## src/design/ptpp_pkg.sv

```systemverilog
// Shared constants and types for the parallel transport packet port
package ptpp_pkg;

  // System clock and ceiling of the byte clock, both in kHz
  localparam int unsigned CLK_KHZ      = 100000;
  localparam int unsigned LINK_MAX_KHZ = 13500;
  // Least half period of the byte clock in system cycles, rounded up
  localparam int unsigned HALF_MIN_CYC =
    (CLK_KHZ + 2 * LINK_MAX_KHZ - 1) / (2 * LINK_MAX_KHZ);

  // Packet geometry
  localparam logic [7:0] LEN_188    = 8'hBC;  // 188 bytes
  localparam logic [7:0] LEN_204    = 8'hCC;  // 204 bytes
  localparam logic [7:0] LAST_188   = 8'hBB;  // Index 187
  localparam logic [7:0] LAST_204   = 8'hCB;  // Index 203
  localparam logic [7:0] IDX_RESET  = 8'h00;
  localparam logic [7:0] CNT_RESET  = 8'h00;
  localparam logic [7:0] DUMMY_BYTE = 8'h00;  // Content of filler bytes
  localparam logic [7:0] DATA_RESET = 8'h00;

  // Packet formats
  typedef enum logic [2:0]
  {
    FMT_188       = 3'b001,
    FMT_204_DUMMY = 3'b010,
    FMT_204_RS    = 3'b100
  } ptpp_fmt_t;

  // Source clock generator states
  typedef enum logic [2:0]
  {
    ST_IDLE = 3'b001,
    ST_LOW  = 3'b010,
    ST_HIGH = 3'b100
  } ptpp_state_t;

endpackage

```

## src/design/ptpp_if.sv

```systemverilog
// Link wires between the packet source and the packet sink
`timescale 1ns/1ps
`default_nettype none

interface ptpp_if;
  logic       lclk;               // Byte clock, made by the source
  logic [7:0] data;               // Bit 7 is the packet byte's MSB
  logic       packet_start_flag;  // High with the sync byte
  logic       byte_valid_flag;    // Low during filler bytes

  // Source drives everything
  modport src
  (
    output lclk,
    output data,
    output packet_start_flag,
    output byte_valid_flag
  );

  // Sink only listens
  modport snk
  (
    input lclk,
    input data,
    input packet_start_flag,
    input byte_valid_flag
  );
endinterface

`default_nettype wire

```

## src/design/ptpp_src.sv

```systemverilog
// Packet source: frames user bytes and drives byte clock and link lines
//
// How it works
// (RQ1) Packets are exactly 188 or 204 bytes
// (RQ2) Plain, dummy-filled and parity-coded formats all supported
// (RQ3) The whole port behaviour is implemented
// (RQ4) One byte per clock with both flags
// (RQ5) Lines change with the clock, plain levels
// (RQ6) Data bit 7 carries the byte's MSB
// (RQ7) Byte-valid flag high for real packet bytes
// (RQ8) Byte-valid flag always high in 188 mode
// (RQ9) Byte-valid flag low on the 16 dummy bytes
// (RQ10) Packet-start flag high with the sync byte
// (RQ11) Link clock ticks only when bytes flow
// (RQ12) Parity bytes come in ready-made from user
// (RQ13) Packet-start flag high one clock per packet
// (RQ14) Byte transferred on the rising clock edge
// (RQ15) Clock rate equals the byte rate
// (RQ16) Clock never above the frequency ceiling
`timescale 1ns/1ps
`default_nettype none

module ptpp_src #(
  parameter int unsigned HALF_CYC = ptpp_pkg::HALF_MIN_CYC
) (
  input  wire logic               clk_in,
  input  wire logic               sys_rst_in,
  input  wire logic [7:0]         src_data_in,
  input  wire logic               src_valid_in,
  output logic                    src_ready_out,
  input  wire ptpp_pkg::ptpp_fmt_t src_format_in,
  output logic                    src_pkt_done_out,
  output logic                    src_active_out,
  ptpp_if.src                     link_if
);
  import ptpp_pkg::*;

  // Both clock phases last HALF_CYC system cycles at least
  localparam logic [7:0] HALF_LAST = 8'(HALF_CYC - 1);  // RQ16

  ptpp_state_t state_r;
  ptpp_state_t state_nxt;
  ptpp_fmt_t   fmt_r;
  ptpp_fmt_t   fmt_cur;
  logic [7:0]  cnt_r;
  logic [7:0]  idx_r;
  logic [7:0]  last_idx;
  logic [7:0]  hold_r;
  logic        hold_full_r;
  logic        take;
  logic        slot_dummy;
  logic        byte_avail;
  logic        load_slot;
  logic        load;
  logic        lclk_r;
  logic [7:0]  data_r;
  logic        start_r;
  logic        bval_r;

  // Format is chosen at a packet boundary and held for the whole packet
  always_comb
  begin
    fmt_cur = fmt_r;
    if (idx_r == IDX_RESET)
    begin
      unique case (src_format_in)
        FMT_188:       fmt_cur = FMT_188;
        FMT_204_DUMMY: fmt_cur = FMT_204_DUMMY;
        FMT_204_RS:    fmt_cur = FMT_204_RS;
        default:       fmt_cur = FMT_188;  // Illegal code falls back to plain
      endcase
    end
  end

  // Packet length per format
  assign last_idx = (fmt_cur == FMT_188) ? LAST_188 : LAST_204;  // RQ1

  // Filler bytes are made here; the user only supplies 188 of them
  assign slot_dummy = (fmt_r == FMT_204_DUMMY) && (idx_r >= LEN_188)
                      && (idx_r != IDX_RESET);  // RQ2 RQ9
  assign byte_avail = slot_dummy || hold_full_r;

  // A new byte may go out only while the clock is low
  assign load_slot = (state_r == ST_IDLE)
                     || ((state_r == ST_HIGH) && (cnt_r == HALF_LAST));  // RQ5
  assign load      = load_slot && byte_avail;  // RQ11
  assign take      = src_valid_in && src_ready_out;

  // One-byte holding register toward the user
  always_ff @(posedge clk_in or posedge sys_rst_in)
  begin
    if (sys_rst_in)
    begin
      hold_r        <= DATA_RESET;
      hold_full_r   <= 1'b0;
      src_ready_out <= 1'b0;
    end
    else
    begin
      // Take and consume never coincide: take needs it empty
      if (take)
      begin
        hold_r        <= src_data_in;
        hold_full_r   <= 1'b1;
        src_ready_out <= 1'b0;
      end
      else if (load && !slot_dummy)
      begin
        hold_full_r   <= 1'b0;
        src_ready_out <= 1'b1;
      end
      else
      begin
        src_ready_out <= !hold_full_r;
      end
    end
  end

  // Byte position within the packet and the format in force
  always_ff @(posedge clk_in or posedge sys_rst_in)
  begin
    if (sys_rst_in)
    begin
      idx_r            <= IDX_RESET;
      fmt_r            <= FMT_188;
      src_pkt_done_out <= 1'b0;
    end
    else
    begin
      src_pkt_done_out <= load && (idx_r == last_idx);
      if (load)
      begin
        fmt_r <= fmt_cur;  // RQ2 RQ3
        if (idx_r == last_idx)
          idx_r <= IDX_RESET;  // RQ1
        else
          idx_r <= idx_r + 8'h01;
      end
    end
  end

  // Link lines, loaded together on the falling clock edge, or while the clock idles low
  always_ff @(posedge clk_in or posedge sys_rst_in)
  begin
    if (sys_rst_in)
    begin
      data_r  <= DATA_RESET;
      start_r <= 1'b0;
      bval_r  <= 1'b0;
    end
    else if (load)
    begin
      // Parity bytes pass through untouched; no coder is needed here
      data_r  <= slot_dummy ? DUMMY_BYTE : hold_r;  // RQ4 RQ6 RQ12
      start_r <= (idx_r == IDX_RESET);  // RQ10 RQ13
      bval_r  <= !slot_dummy;  // RQ7 RQ8 RQ9
    end
  end

  // Clock generator next state
  always_comb
  begin
    state_nxt = state_r;
    unique case (state_r)
      ST_IDLE:
      begin
        if (load)
          state_nxt = ST_LOW;
      end
      ST_LOW:
      begin
        if (cnt_r == HALF_LAST)
          state_nxt = ST_HIGH;
      end
      ST_HIGH:
      begin
        if (cnt_r == HALF_LAST)
          state_nxt = load ? ST_LOW : ST_IDLE;  // RQ11
      end
      default:
      begin
        state_nxt = ST_IDLE;
      end
    endcase
  end

  // Phase counter and clock level; one rising edge per byte
  always_ff @(posedge clk_in or posedge sys_rst_in)
  begin
    if (sys_rst_in)
    begin
      state_r        <= ST_IDLE;
      cnt_r          <= CNT_RESET;
      lclk_r         <= 1'b0;
      src_active_out <= 1'b0;
    end
    else
    begin
      state_r        <= state_nxt;
      src_active_out <= (state_nxt != ST_IDLE);
      if (state_nxt != state_r)
        cnt_r <= CNT_RESET;
      else if (state_r != ST_IDLE)
        cnt_r <= cnt_r + 8'h01;
      // Rising edge sits mid-byte, so data has set up and holds
      lclk_r <= (state_nxt == ST_HIGH);  // RQ14 RQ15
    end
  end

  // Every link line comes straight from a flop
  assign link_if.lclk              = lclk_r;
  assign link_if.data              = data_r;
  assign link_if.packet_start_flag = start_r;
  assign link_if.byte_valid_flag   = bval_r;
endmodule

`default_nettype wire

```

## src/flat_wrapper.sv

```systemverilog
// flat-port wrapper written by rule: the top's interface ports become plain ports
module ptpp_src_flat import ptpp_pkg::*;
#(
  parameter int unsigned HALF_CYC = ptpp_pkg::HALF_MIN_CYC
)
  (clk_in, sys_rst_in, src_data_in, src_valid_in, src_ready_out, src_format_in, src_pkt_done_out, src_active_out, link_if_lclk, link_if_data, link_if_packet_start_flag, link_if_byte_valid_flag);
  ptpp_if link_if_i ();
  input  wire logic clk_in;
  input  wire logic sys_rst_in;
  input  wire logic [7:0] src_data_in;
  input  wire logic src_valid_in;
  output logic src_ready_out;
  input  wire ptpp_pkg::ptpp_fmt_t src_format_in;
  output logic src_pkt_done_out;
  output logic src_active_out;
  output wire logic [$bits(link_if_i.lclk)-1:0] link_if_lclk;
  output wire logic [$bits(link_if_i.data)-1:0] link_if_data;
  output wire logic [$bits(link_if_i.packet_start_flag)-1:0] link_if_packet_start_flag;
  output wire logic [$bits(link_if_i.byte_valid_flag)-1:0] link_if_byte_valid_flag;
  assign link_if_lclk = link_if_i.lclk;
  assign link_if_data = link_if_i.data;
  assign link_if_packet_start_flag = link_if_i.packet_start_flag;
  assign link_if_byte_valid_flag = link_if_i.byte_valid_flag;
  ptpp_src #(.HALF_CYC(HALF_CYC)) u_core (.clk_in(clk_in), .sys_rst_in(sys_rst_in), .src_data_in(src_data_in), .src_valid_in(src_valid_in), .src_ready_out(src_ready_out), .src_format_in(src_format_in), .src_pkt_done_out(src_pkt_done_out), .src_active_out(src_active_out), .link_if(link_if_i));
endmodule
```

## config.mk

```make
export PLATFORM = sky130hd
export DESIGN_NAME = ptpp_src_flat
export DESIGN_NICKNAME = d
export VERILOG_FILES = /design/src/design/ptpp_pkg.sv /design/src/design/ptpp_if.sv /design/src/design/ptpp_src.sv /design/src/flat_wrapper.sv
export SDC_FILE = /design/constraint.sdc
export NUM_CORES = 1
export LEC_CHECK = 0
export BUFFER_PORTS_ARGS = -buffer_cell sky130_fd_sc_hd__buf_2
export CORE_ASPECT_RATIO = 0.8
export CORE_MARGIN = 5
export CORE_UTILIZATION = 30
export DETAILED_ROUTE_END_ITERATION = 8
export GPL_TIMING_DRIVEN = 0
export PLACE_DENSITY = 0.57
export REMOVE_ABC_BUFFERS = 1
export SYNTH_ARGS = -nofsm -noshare
export SYNTH_HDL_FRONTEND = slang
export SYNTH_SLANG_ARGS = --single-unit
```

## constraint.sdc

```tcl
create_clock -name clk_in -period 2.6 [get_ports clk_in]
set_input_delay 0.52 -clock clk_in [delete_from_list [all_inputs] [get_ports clk_in]]
set_output_delay 0.52 -clock clk_in [all_outputs]
set_load 0.01 [all_outputs]
```

After elaboration in Yosys (flattened, before gate mapping)
Cells that the tools add are included.
Widths: inputs -> output; s select.
- add/subtract/negate cells: 2
- magnitude comparators: 1
- equality and inequality tests: 13
- mux-type cells: 16
- reduce and logical (&&, ||, !) cells: 15
- operator list (cell ; number):
    $mux 8 ; 4
    $add 8x1->8 const B ; 2
    $mux 3 ; 4
    $eq 3x2->1 const B ; 3
    $eq 3x3->1 const B ; 3
    $pmux 3 s3 ; 1
    $eq 8x2->1 const B ; 1
    $eq 8x8->1 ; 1
    $ge 8x8->1 const B ; 1
    $logic_not 8->1 ; 1
    $reduce_bool 8->1 ; 1
    $logic_and 1x1->1 ; 7
    $mux 7 ; 1
    $eq 3x1->1 const B ; 2
    $ne 3x1->1 const B ; 2
    $pmux 3 s2 ; 1
    $mux 1 ; 4
    $reduce_bool 2->1 ; 2
    $ne 3x3->1 ; 1
    $logic_not 1->1 ; 2
    $logic_or 1x1->1 ; 2
    $mux 2 ; 1
- bits in registers: 45
- word-level logic and storage cells: 60

Logic depth before layout (Yosys ltp)
Gate-level depths: netlist of the first run.
- word-level depth: 10
- gate-level depth with buffers: 8
- depth with buffers taken out: 7

Least setup slack after synthesis of the first run
Ideal clock, no wire load.
- kind: register to register
- from: register u_core.cnt_r[0]
- to: register u_core.fmt_r[1]
- library setup time: 0.125 ns
- data arrival time: 1.974 ns
- required time: 2.475 ns
- slack: 0.502 ns
- stages on the path, launching flop included: 8
- buffers on the path: 1
- period minus slack after synthesis: 2.098 ns
- cell sequence: dfrtp_1 -> ha_1 -> nor4b_4 -> a31oi_4 -> nor3_4 -> and3_1 -> buf_2 -> mux2_2
- cells in the longest elaborated chain, start to end: 4
- ends and longest elaborated chain (item ; RTL line ; text):
    start: declaration ; ptpp_src.sv:45 ; logic [7:0] cnt_r;
    start signal: assignment ; ptpp_src.sv:204 ; cnt_r <= cnt_r + 8'h01;
    $eq 8x2->1 ; ptpp_src.sv:85 ; || ((state_r == ST_HIGH) && (cnt_r == HALF_LAST));
    $logic_and 1x1->1 ; ptpp_src.sv:85 ;
    $logic_or 1x1->1 ; ptpp_src.sv:85 ;
    $logic_and 1x1->1 ; ptpp_src.sv:86 ; assign load = load_slot && byte_avail;
    end signal: assignment ; ptpp_src.sv:133 ; fmt_r <= fmt_cur;
    end: declaration ; ptpp_src.sv:43 ; ptpp_fmt_t fmt_r;
Every way passes these cells.
A chain may end at the register's enable or synchronous reset.

Final worst setup path of the first run
Same ends and word-level chain as after synthesis.

==> metrics.yaml, run 1 <==
run:
  drv_cap: 0
yosys:
  yosys_warnings: 0
  syn_area_per_cell_um2: 11.13
  yosys_most_used_dff: "dfrtp_1"
  yosysTopAreaCellShare: 0.4884
  netlist_area_um2: 2203
  synth_cell_types: 49
  ys_seq_area_frac: 0.5122
  synthCells: 198
  synth_area_leaders: "dfrtp_1 49%, mux2_2 5.1%, nor2_1 3.4%, a22o_1 3.2%, nand2_1 3.1%"
  yosysTopAreaCell: "dfrtp_1"
  synth-seq-cells: 45
  synth_edf_count: 0
  async_flop_share: 1.000
sta:
  setup_ws_ps: 237.2
  rsz0062_at_grt: "no"
  max_freq_mhz: 423.2
  finClkSkew_ps: 9.601
  hold_violations: 0
  final.min_clock_period_ps: 2363
  slew_viol_final: 0
  fin_crit_sh: 0.9088
  slew_headroom: 0.5167
  setup_tns_ps: 0
  tightestPinTransition_ps: 722.2
  setup_viol_count_final: 0
setup_path:
  ff2ff_setup_slack_ps: 240
  crit_fanout: 8
  critical_path_arrival_ps: 2550
  cp-endpoint: "u_core.fmt_r[1]"
  path_class: "reg -> reg"
  end_kind: "flip-flop"
  worstRegToRegCells: 6
  startpoint: "u_core.cnt_r[0]"
  rr_startpoint: "u_core.cnt_r[0]"
  crit_required_ps: 2790
  r2r-end: "u_core.fmt_r[1]"
  worstSetupStartpointType: "flip-flop"
cts:
  cts_sinks: 45
  clk_pin_slew_ps: 90
  root_buffer: "clkbuf_8"
  h-tree-depth: 2
  cts_made_buffers: 5
  cts_resized: 0
  post_cts_buffers: 0
  cts_tree: "built"
  clk_latency_ps: 300
  clockBufferDepth: 2
  postCtsHoldBufs: 0
global_route:
  top_usage_layer: "met2"
  met3_usage: 0.03276
  grt_util_all_layers: 0.1035
  grt_pass1_vias: 1541
  grt_max_degree: 33
  grt.met2_usage: 0.1615
  grt_overflow: 0
  grt_pass1_wl_mm: 7.617
  antenna_found_initial: 0
  use_met1: 0.1367
cells_and_area:
  n_antenna_cell: 0
  final_util: 0.3444
  layout_common_cells: "43 x dfrtp_1, 27 x buf_2, 20 x nor2_1, 18 x nand2_1, 10 x mux2_2"
  final_cell_area_um2: 2510
  final_common_cell: "dfrtp_1"
  drive_above_1_share: 0.2634
  nFillCells: 755
  areaGrowthSynthToFinish_pct: 13.91
  nets: 240
drt:
  wl_mm: 4.230
  wl_per_cell_um: 13.47
  antenna_left: 0
  drtIter0Drc: 48
  vias: 1513
  vias_per_cell: 4.818
  drcViolationCount: 0
  detail_route.first_pass.iterations: 4
die:
  dieArea_um2: 9169
  initial_utilization: 0.3024
  die_h_um: 86.65
  rows: 28
  ios: 28
  die_w_um: 105.8
  coreArea_um2: 7287
placed_design:
  hpwl_mm: 3.035
  preCtsSetupSlack_ps: 226.0
  place_congestion: 0.7351
  placed_cell_area_um2: 2410
  port_buffers: 27
power:
  p_leak_nw: 1.129
  ir_drop_mv: 0.3627
  p_per_area_nw_per_um2: 1003
  power.total_mw: 2.516
run_status:
  status: "finished, final reports clean"
min_path:
  worst_hold_path_type: "in -> async"
==> final cells by class <==
| type | count | area (µm²) | share of cell area |
|---|---|---|---|
| inverter | 7 | 26.28 | 0.01047 |
| multi-input combinational | 136 | 987.2 | 0.3933 |
| clock buffer | 6 | 82.58 | 0.03290 |
| clock inverter | 2 | 17.52 | 0.006979 |
| timing repair buffer | 28 | 155.1 | 0.06181 |
| tap | 90 | 112.6 | 0.04487 |
| sequential | 45 | 1129 | 0.4496 |
==> logic make-up after synthesis <==
family,Yosys count,share of synthesized area
flip-flops,45,0.5122
adder cells (fa/ha/maj),3,0.01704
buffers and inverters,17,0.03975
AO/OA/AOI/OAI,41,0.1550
XOR/XNOR,8,0.03180
AND/OR/NAND/NOR,70,0.1749
multiplexers,14,0.06928
==> worst min-delay path by stage <==
stage	slack, ps	from	end	depth (start not counted)
after floorplan	460	u_core.hold_r[0]	u_core.link_if.data[0]	1
after global placement	460	u_core.link_if.packet_start_flag	u_core.link_if.packet_start_flag	1
after detailed placement	460	u_core.link_if.byte_valid_flag	u_core.link_if.byte_valid_flag	1
after CTS	160	sys_rst_in	u_core.hold_r[6]	2
after global routing	170	sys_rst_in	u_core.hold_r[7]	2
final	160	sys_rst_in	u_core.hold_r[7]	2
==> routing by layer <==
layer,vias up,share of wire
li1,754,-
met4,0,0.013
met2,17,0.46
met1,737,0.49
met3,5,0.037
met5,-,0
==> synthesized netlist by cell type, drive strengths merged, types with 3 or more instances <==
library cell  instances
mux2                 10
ha                    3
buf                   9
xor2                  3
mux2i                 4
nand2                18
dfrtp                43
a22o                  8
nand3                 4
a21oi                 6
nor2                 20
nor2b                 3
nand4                 4
inv                   7
xnor2                 5
nor3                  6
o21ai                 9
==> state kept, by name (all words and copies together), names as in the netlist, 3 cells and up <==
name	cells
u_core.cnt_r	8
u_core.fmt_r	3
u_core.hold_r	8
u_core.idx_r	8
u_core.link_if.data	8
u_core.state_r	3
==> worst max-delay path, stage by stage (launching register included) <==
cell     delay [ps]
dfrtp_1         420
ha_1            250
nor4b_4         310
a31oi_4         210
nor3_4          390
and3_1          320
mux2_2          360
==> where the power goes <==
part,switching (mW),leakage [nW],total (mW),internal (mW)
logic,0.496,0.528,0.921,0.425
clock network,0.260,0.0518,0.481,0.221
registers,0.190,0.549,1.11,0.924
==> stage by stage <==
stage / instances / hold WS (ps)
detailed placement: 306 / 460.4
global route: 314 / 166.5
finish: 314 / 157.9
floorplan: 188 / 460.6
CTS: 314 / 158.5
global placement: 305 / 458.3
(Power assumes the default switching activity.)
==> inputs of run 2 (changes only) <==
--- a/config.mk
+++ b/config.mk
@@ -5,6 +5,7 @@
 export SDC_FILE = /design/constraint.sdc
 export NUM_CORES = 1
 export LEC_CHECK = 0
+export ABC_AREA = 1
 export BUFFER_PORTS_ARGS = -buffer_cell sky130_fd_sc_hd__buf_2
 export CORE_ASPECT_RATIO = 0.8
 export CORE_MARGIN = 5
==> metrics.yaml, run 2 <==
run_status:
  status: "finished, final reports clean"
die:
  coreArea_um2: 7287
  rows: 28
  ios: 28
  dieArea_um2: 9220
  initial_utilization: 0.3043
  die_h_um: 86.89
  die_w_um: 106.1
global_route:
  grt_util_all_layers: 0.1036
  grt_pass1_vias: 1646
  grt_pass1_wl_mm: 7.631
  antenna_found_initial: 0
  grt_overflow: 0
  grt_max_degree: 30
cts:
  cts_resized: 0
  post_cts_buffers: 0
  cts_tree: "built"
  h-tree-depth: 2
  root_buffer: "clkbuf_8"
  cts_sinks: 45
  clk_latency_ps: 300
  clockBufferDepth: 2
  clk_pin_slew_ps: 90
  postCtsHoldBufs: 0
  cts_made_buffers: 5
yosys:
  yosys_warnings: 0
  async_flop_share: 1.000
  synth_cell_types: 33
  ys_seq_area_frac: 0.5090
  synth_area_leaders: "dfrtp_1 49%, nand2_1 8.0%, inv_1 5.8%, nor2_1 4.4%, mux2_2 3.6%"
  yosysTopAreaCellShare: 0.4853
  netlist_area_um2: 2217
  yosysTopAreaCell: "dfrtp_1"
  synth_edf_count: 0
  synth-seq-cells: 45
  synth_common_cells: "47 x nand2_1, 43 x dfrtp_1, 34 x inv_1"
  synth.most_common_cell: "nand2_1"
  synthCells: 246
  yosys_most_used_dff: "dfrtp_1"
  syn_area_per_cell_um2: 9.013
cells_and_area:
  nets: 295
  fin_cells: 369
  nFillCells: 777
  final_common_cell: "nand2_1"
  n_antenna_cell: 0
  final_cell_area_um2: 2549
  areaGrowthSynthToFinish_pct: 14.95
  final_util: 0.3498
  drive_above_1_share: 0.2473
  layout_common_cells: "47 x nand2_1, 43 x dfrtp_1, 33 x inv_1, 27 x buf_2, 26 x nor2_1"
sta:
  fin_crit_sh: 0.7736
  final.min_clock_period_ps: 2011
  tightestPinTransition_ps: 414.9
  slew_headroom: 0.7227
  max_freq_mhz: 497.2
  hold_violations: 0
  setup_viol_count_final: 0
  rsz0062_at_grt: "no"
  setup_tns_ps: 0
  finClkSkew_ps: 5.959
  slew_viol_final: 0
placed_design:
  place_inst: 361
  hpwl_mm: 3.225
  place_congestion: 0.8619
  port_buffers: 27
  placed_cell_area_um2: 2455
drt:
  drcViolationCount: 0
  vias: 1647
  vias_per_cell: 4.463
  drtIter0Drc: 105
  wl_per_cell_um: 11.50
  detail_route.first_pass.iterations: 4
  wl_mm: 4.242
  antenna_left: 0
power:
  power.total_mw: 2.672
  p_per_area_nw_per_um2: 1048
  p_leak_nw: 1.312
  p_sw_mw: 1.084
  ir_drop_mv: 0.4848
  p_int_mw: 1.588
  p_sw_frac: 0.4058
  p_seq_frac: 0.417
  combPwrFrac: 0.415
  clkPwrFrac: 0.168
min_path:
  worst_hold_path_type: "in -> async"
setup_path:
  crit_required_ps: 2740
  worstSetupStartpointType: "flip-flop"
  rr_startpoint: "u_core.cnt_r[0]"
  crit_fanout: 18
  critical_path_arrival_ps: 2160
  r2r-end: "u_core.hold_full_r"
  path_class: "reg -> reg"
  worstRegToRegCells: 9
  ff2ff_setup_slack_ps: 590
  end_kind: "flip-flop"
run:
  drv_cap: 0
-- run 2: changes by cell type in the layout (fill, tap and decap cells not counted), moves of 4 or more --
cell	previous run	this run
nand2_2	0	6
nor2_1	20	26
inv_1	6	33
nand3_1	4	11
xor2_1	3	7
inv_2	1	6
nand2_1	18	47
-- run 2: area by class of cell --
cell class	instances	area, µm²	area share
multi-input combinational	158	905.9	0.3554
clock buffer	5	68.82	0.02700
sequential	45	1129	0.4428
tap	90	112.6	0.04418
clock inverter	3	25.02	0.009818
timing repair buffer	28	155.1	0.06087
inverter	40	152.6	0.05989
-- run 2: worst max-delay path by stage --
| stage | start | endpoint | slack, ps | depth (start not counted) |
|---|---|---|---|---|
| final | u_core.cnt_r[0] | u_core.hold_full_r | 590 | 9 |
| after global routing | u_core.cnt_r[0] | u_core.hold_full_r | 410 | 9 |
| after CTS | u_core.cnt_r[0] | u_core.hold_full_r | 550 | 9 |
| after detailed placement | u_core.cnt_r[0] | u_core.hold_full_r | 560 | 9 |
| after global placement | sys_rst_in | u_core.link_if.packet_start_flag | 390 | 2 |
| after floorplan | u_core.cnt_r[0] | u_core.cnt_r[0] | 960 | 10 |
-- run 2: metal layers --
metal | part of all wire | vias to the layer above | global-route usage
li1 | - | 846 | -
met5 | 0 | - | 0
met4 | 0.016 | 0 | 0.04588
met3 | 0.033 | 8 | 0.02298
met2 | 0.42 | 23 | 0.1558
met1 | 0.53 | 770 | 0.1436
-- run 2: critical path: stages, from the launching register on --
cell and delay, ps:
dfrtp_1 400, ha_1 210, nor3b_1 230, nand3_1 120, nand2_2 120, nand2_4 160
inv_4 190, nand2_1 130, inv_2 170, o21ai_0 130
-- run 2: cell families after synthesis --
family | count (synthesis) | share of synthesized area
buffers and inverters | 43 | 0.08239
flip-flops | 45 | 0.5090
adder cells (fa/ha/maj) | 3 | 0.01693
multiplexers | 8 | 0.04007
AO/OA/AOI/OAI | 23 | 0.06772
AND/OR/NAND/NOR | 115 | 0.2483
XOR/XNOR | 9 | 0.03556
-- run 2: power groups by stage --
stage / Sequential, mW / Combinational (mW) / Clock (mW)
after global routing: 1.15 / 1.27 / 0.507
after floorplan: 1.14 / 0.793 / 0
after global placement: 1.12 / 1.11 / 0
final: 1.11 / 1.11 / 0.450
after detailed placement: 1.13 / 1.13 / 0
after CTS: 1.12 / 1.14 / 0.473
-- run 2: per-stage QoR --
step / hold WS, ps / worst slack [ps]
after floorplan: 460.4 / 961.0
after global placement: 465.4 / 385.2
after detailed placement: 464.1 / 561.5
after CTS: 193.6 / 551.0
after global routing: 210.8 / 410.5
final: 191.5 / 588.7
==> inputs of run 3 (changes only) <==
--- a/config.mk
+++ b/config.mk
@@ -12,7 +12,7 @@
 export CORE_UTILIZATION = 30
 export DETAILED_ROUTE_END_ITERATION = 8
 export GPL_TIMING_DRIVEN = 0
-export PLACE_DENSITY = 0.57
+export PLACE_DENSITY = 0.58
 export REMOVE_ABC_BUFFERS = 1
 export SYNTH_ARGS = -nofsm -noshare
 export SYNTH_HDL_FRONTEND = slang
==> constraint.sdc (replaced) <==
create_clock -name clk_in -period 1.6 [get_ports clk_in]
set_input_delay 0.32 -clock clk_in [delete_from_list [all_inputs] [get_ports clk_in]]
set_output_delay 0.32 -clock clk_in [all_outputs]
set_load 0.01 [all_outputs]
==> metrics.yaml, run 3 (same netlist as run 2, synthesis figures left out) <==
global_route:
  antenna_found_initial: 0
  grt_util_all_layers: 0.1136
  grt_overflow: 0
  grt_pass1_vias: 1760
  grt_max_degree: 37
  grt_pass1_wl_mm: 8.328
sta:
  rsz0062_at_grt: "yes"
  setup_tns_ps: -3193
  final.min_clock_period_ps: 1763
  max_freq_mhz: 567.1
  finClkSkew_ps: 9.944
  slew_viol_final: 0
  setup_viol_count_final: 31
  fin_crit_sh: 1.102
  slew_headroom: 0.7109
  setup_ws_ps: -163.4
  hold_violations: 0
  tightestPinTransition_ps: 432.7
cts:
  cts_sinks: 45
  clockBufferDepth: 2
  cts_made_buffers: 5
  cts_tree: "built"
  clk_pin_slew_ps: 90
  h-tree-depth: 2
  root_buffer: "clkbuf_8"
  clk_latency_ps: 310
placed_design:
  place_congestion: 0.8317
  hpwl_mm: 3.090
  preCtsSetupSlack_ps: -392.2
  port_buffers: 27
drt:
  wl_met2_mm: 2.559
  dr.max_layer_used: "met4"
  detail_route.first_pass.iterations: 4
  wl_per_cell_um: 13.08
  wl_met3_um: 162
  wl_mm: 5.310
  drcViolationCount: 0
  vias: 1842
  drtIter0Drc: 86
  wl_met1_mm: 2.474
  antenna_left: 0
  vias_per_cell: 4.537
die:
  rows: 28
  ios: 28
  die_h_um: 86.89
  coreArea_um2: 7287
  dieArea_um2: 9220
  die_w_um: 106.1
  initial_utilization: 0.3043
setup_path:
  critical_path_arrival_ps: 2010
  path_class: "reg -> reg"
  rr_startpoint: "u_core.idx_r[0]"
  worstSetupStartpointType: "flip-flop"
  startpoint: "u_core.idx_r[0]"
  worstRegToRegCells: 13
  crit_fanout: 6
  end_kind: "flip-flop"
  crit_required_ps: 1850
cells_and_area:
  areaGrowthSynthToFinish_pct: 45.94
  drive_above_1_share: 0.4778
  final_common_cell: "dfrtp_1"
  nets: 332
  layout_common_cells: "42 x dfrtp_1, 30 x nand2_1, 29 x inv_1, 27 x buf_2, 26 x buf_4"
  n_antenna_cell: 0
run_status:
  status: "finished, violations left"
  failed_checks: "setup timing"
power:
  p_leak_nw: 1.580
  p_per_area_nw_per_um2: 1861
  ir_drop_mv: 0.8342
min_path:
  holdCritStartpoint: "src_data_in[0]"
  hold_depth: 2
  worst_hold_path_type: "in -> reg"
run:
  drv_cap: 0
==> run 3: cell type report <==
class / count / area, µm²
Clock buffer: 5 / 68.82
Sequential cell: 45 / 1130
Fill cell: 679 / 4051
Multi-Input combinational cell: 158 / 1200
Clock inverter: 3 / 46.29
Timing Repair Buffer: 65 / 508.0
Tap cell: 90 / 112.6
Inverter: 40 / 170.2
==> run 3: where the power goes <==
part / leakage (nW) / switching (mW) / internal [mW] / total, mW
Sequential: 0.562 / 0.263 / 1.56 / 1.82
Clock: 0.0543 / 0.418 / 0.468 / 0.886
Combinational: 0.964 / 1.73 / 1.59 / 3.31
==> run 3: metal layers <==
layer | up-vias | global-route usage
li1 | 925 | -
met1 | 875 | 0.1534
met2 | 31 | 0.1725
met3 | 11 | 0.02520
met4 | 0 | 0.05765
met5 | - | 0
==> run 3: path summary, 6_finish.rpt <==
kind	end	slack, ps
setup / recovery	u_core.idx_r[6]	-160
hold / removal	u_core.hold_r[0]	240
setup reg to reg	u_core.idx_r[6]	-160
hold reg to reg	u_core.link_if.data[4]	490
max in group asynchronous	u_core.state_r[0]	590
min in group asynchronous	u_core.hold_r[6]	480
==> run 3: critical path: stages (launching register included) <==
cell and delay, ps:
dfrtp_1 410, inv_2 100, ha_4 170, nand2_4 60
nor2_4 140, nand2_4 110, nand2_4 90, nand2_4 70
buf_6 110, nand4_1 100, nand2_2 80, nand3_4 130
nand2_2 60, nor2_2 90
==> run 3: what timing repair did <==
action                                 4_1_cts  5_1_grt
setup buffers                               24       14
pin swaps                                   24       29
setup endpoints to repair                   32       35
endpoints found under the hold margin        9        0
hold buffers                                 1        0
gates resized for setup                     39       58
cloned                                       1        0
==> run 3: stage by stage <==
stage	hold WS, ps	cells	total power [mW]	utilization	cell area [µm²]
6_report	236.6	406	6.022	0.4440	3236
5_1_grt	227.9	406	6.397	0.4440	3236
4_1_cts	233.1	394	5.396	0.4021	2930
3_5_place_dp	258.5	361	3.664	0.3369	2455
3_3_place_gp	468.4	360	3.609	0.3341	2435
2_1_floorplan	460.4	243	3.141	-	2187
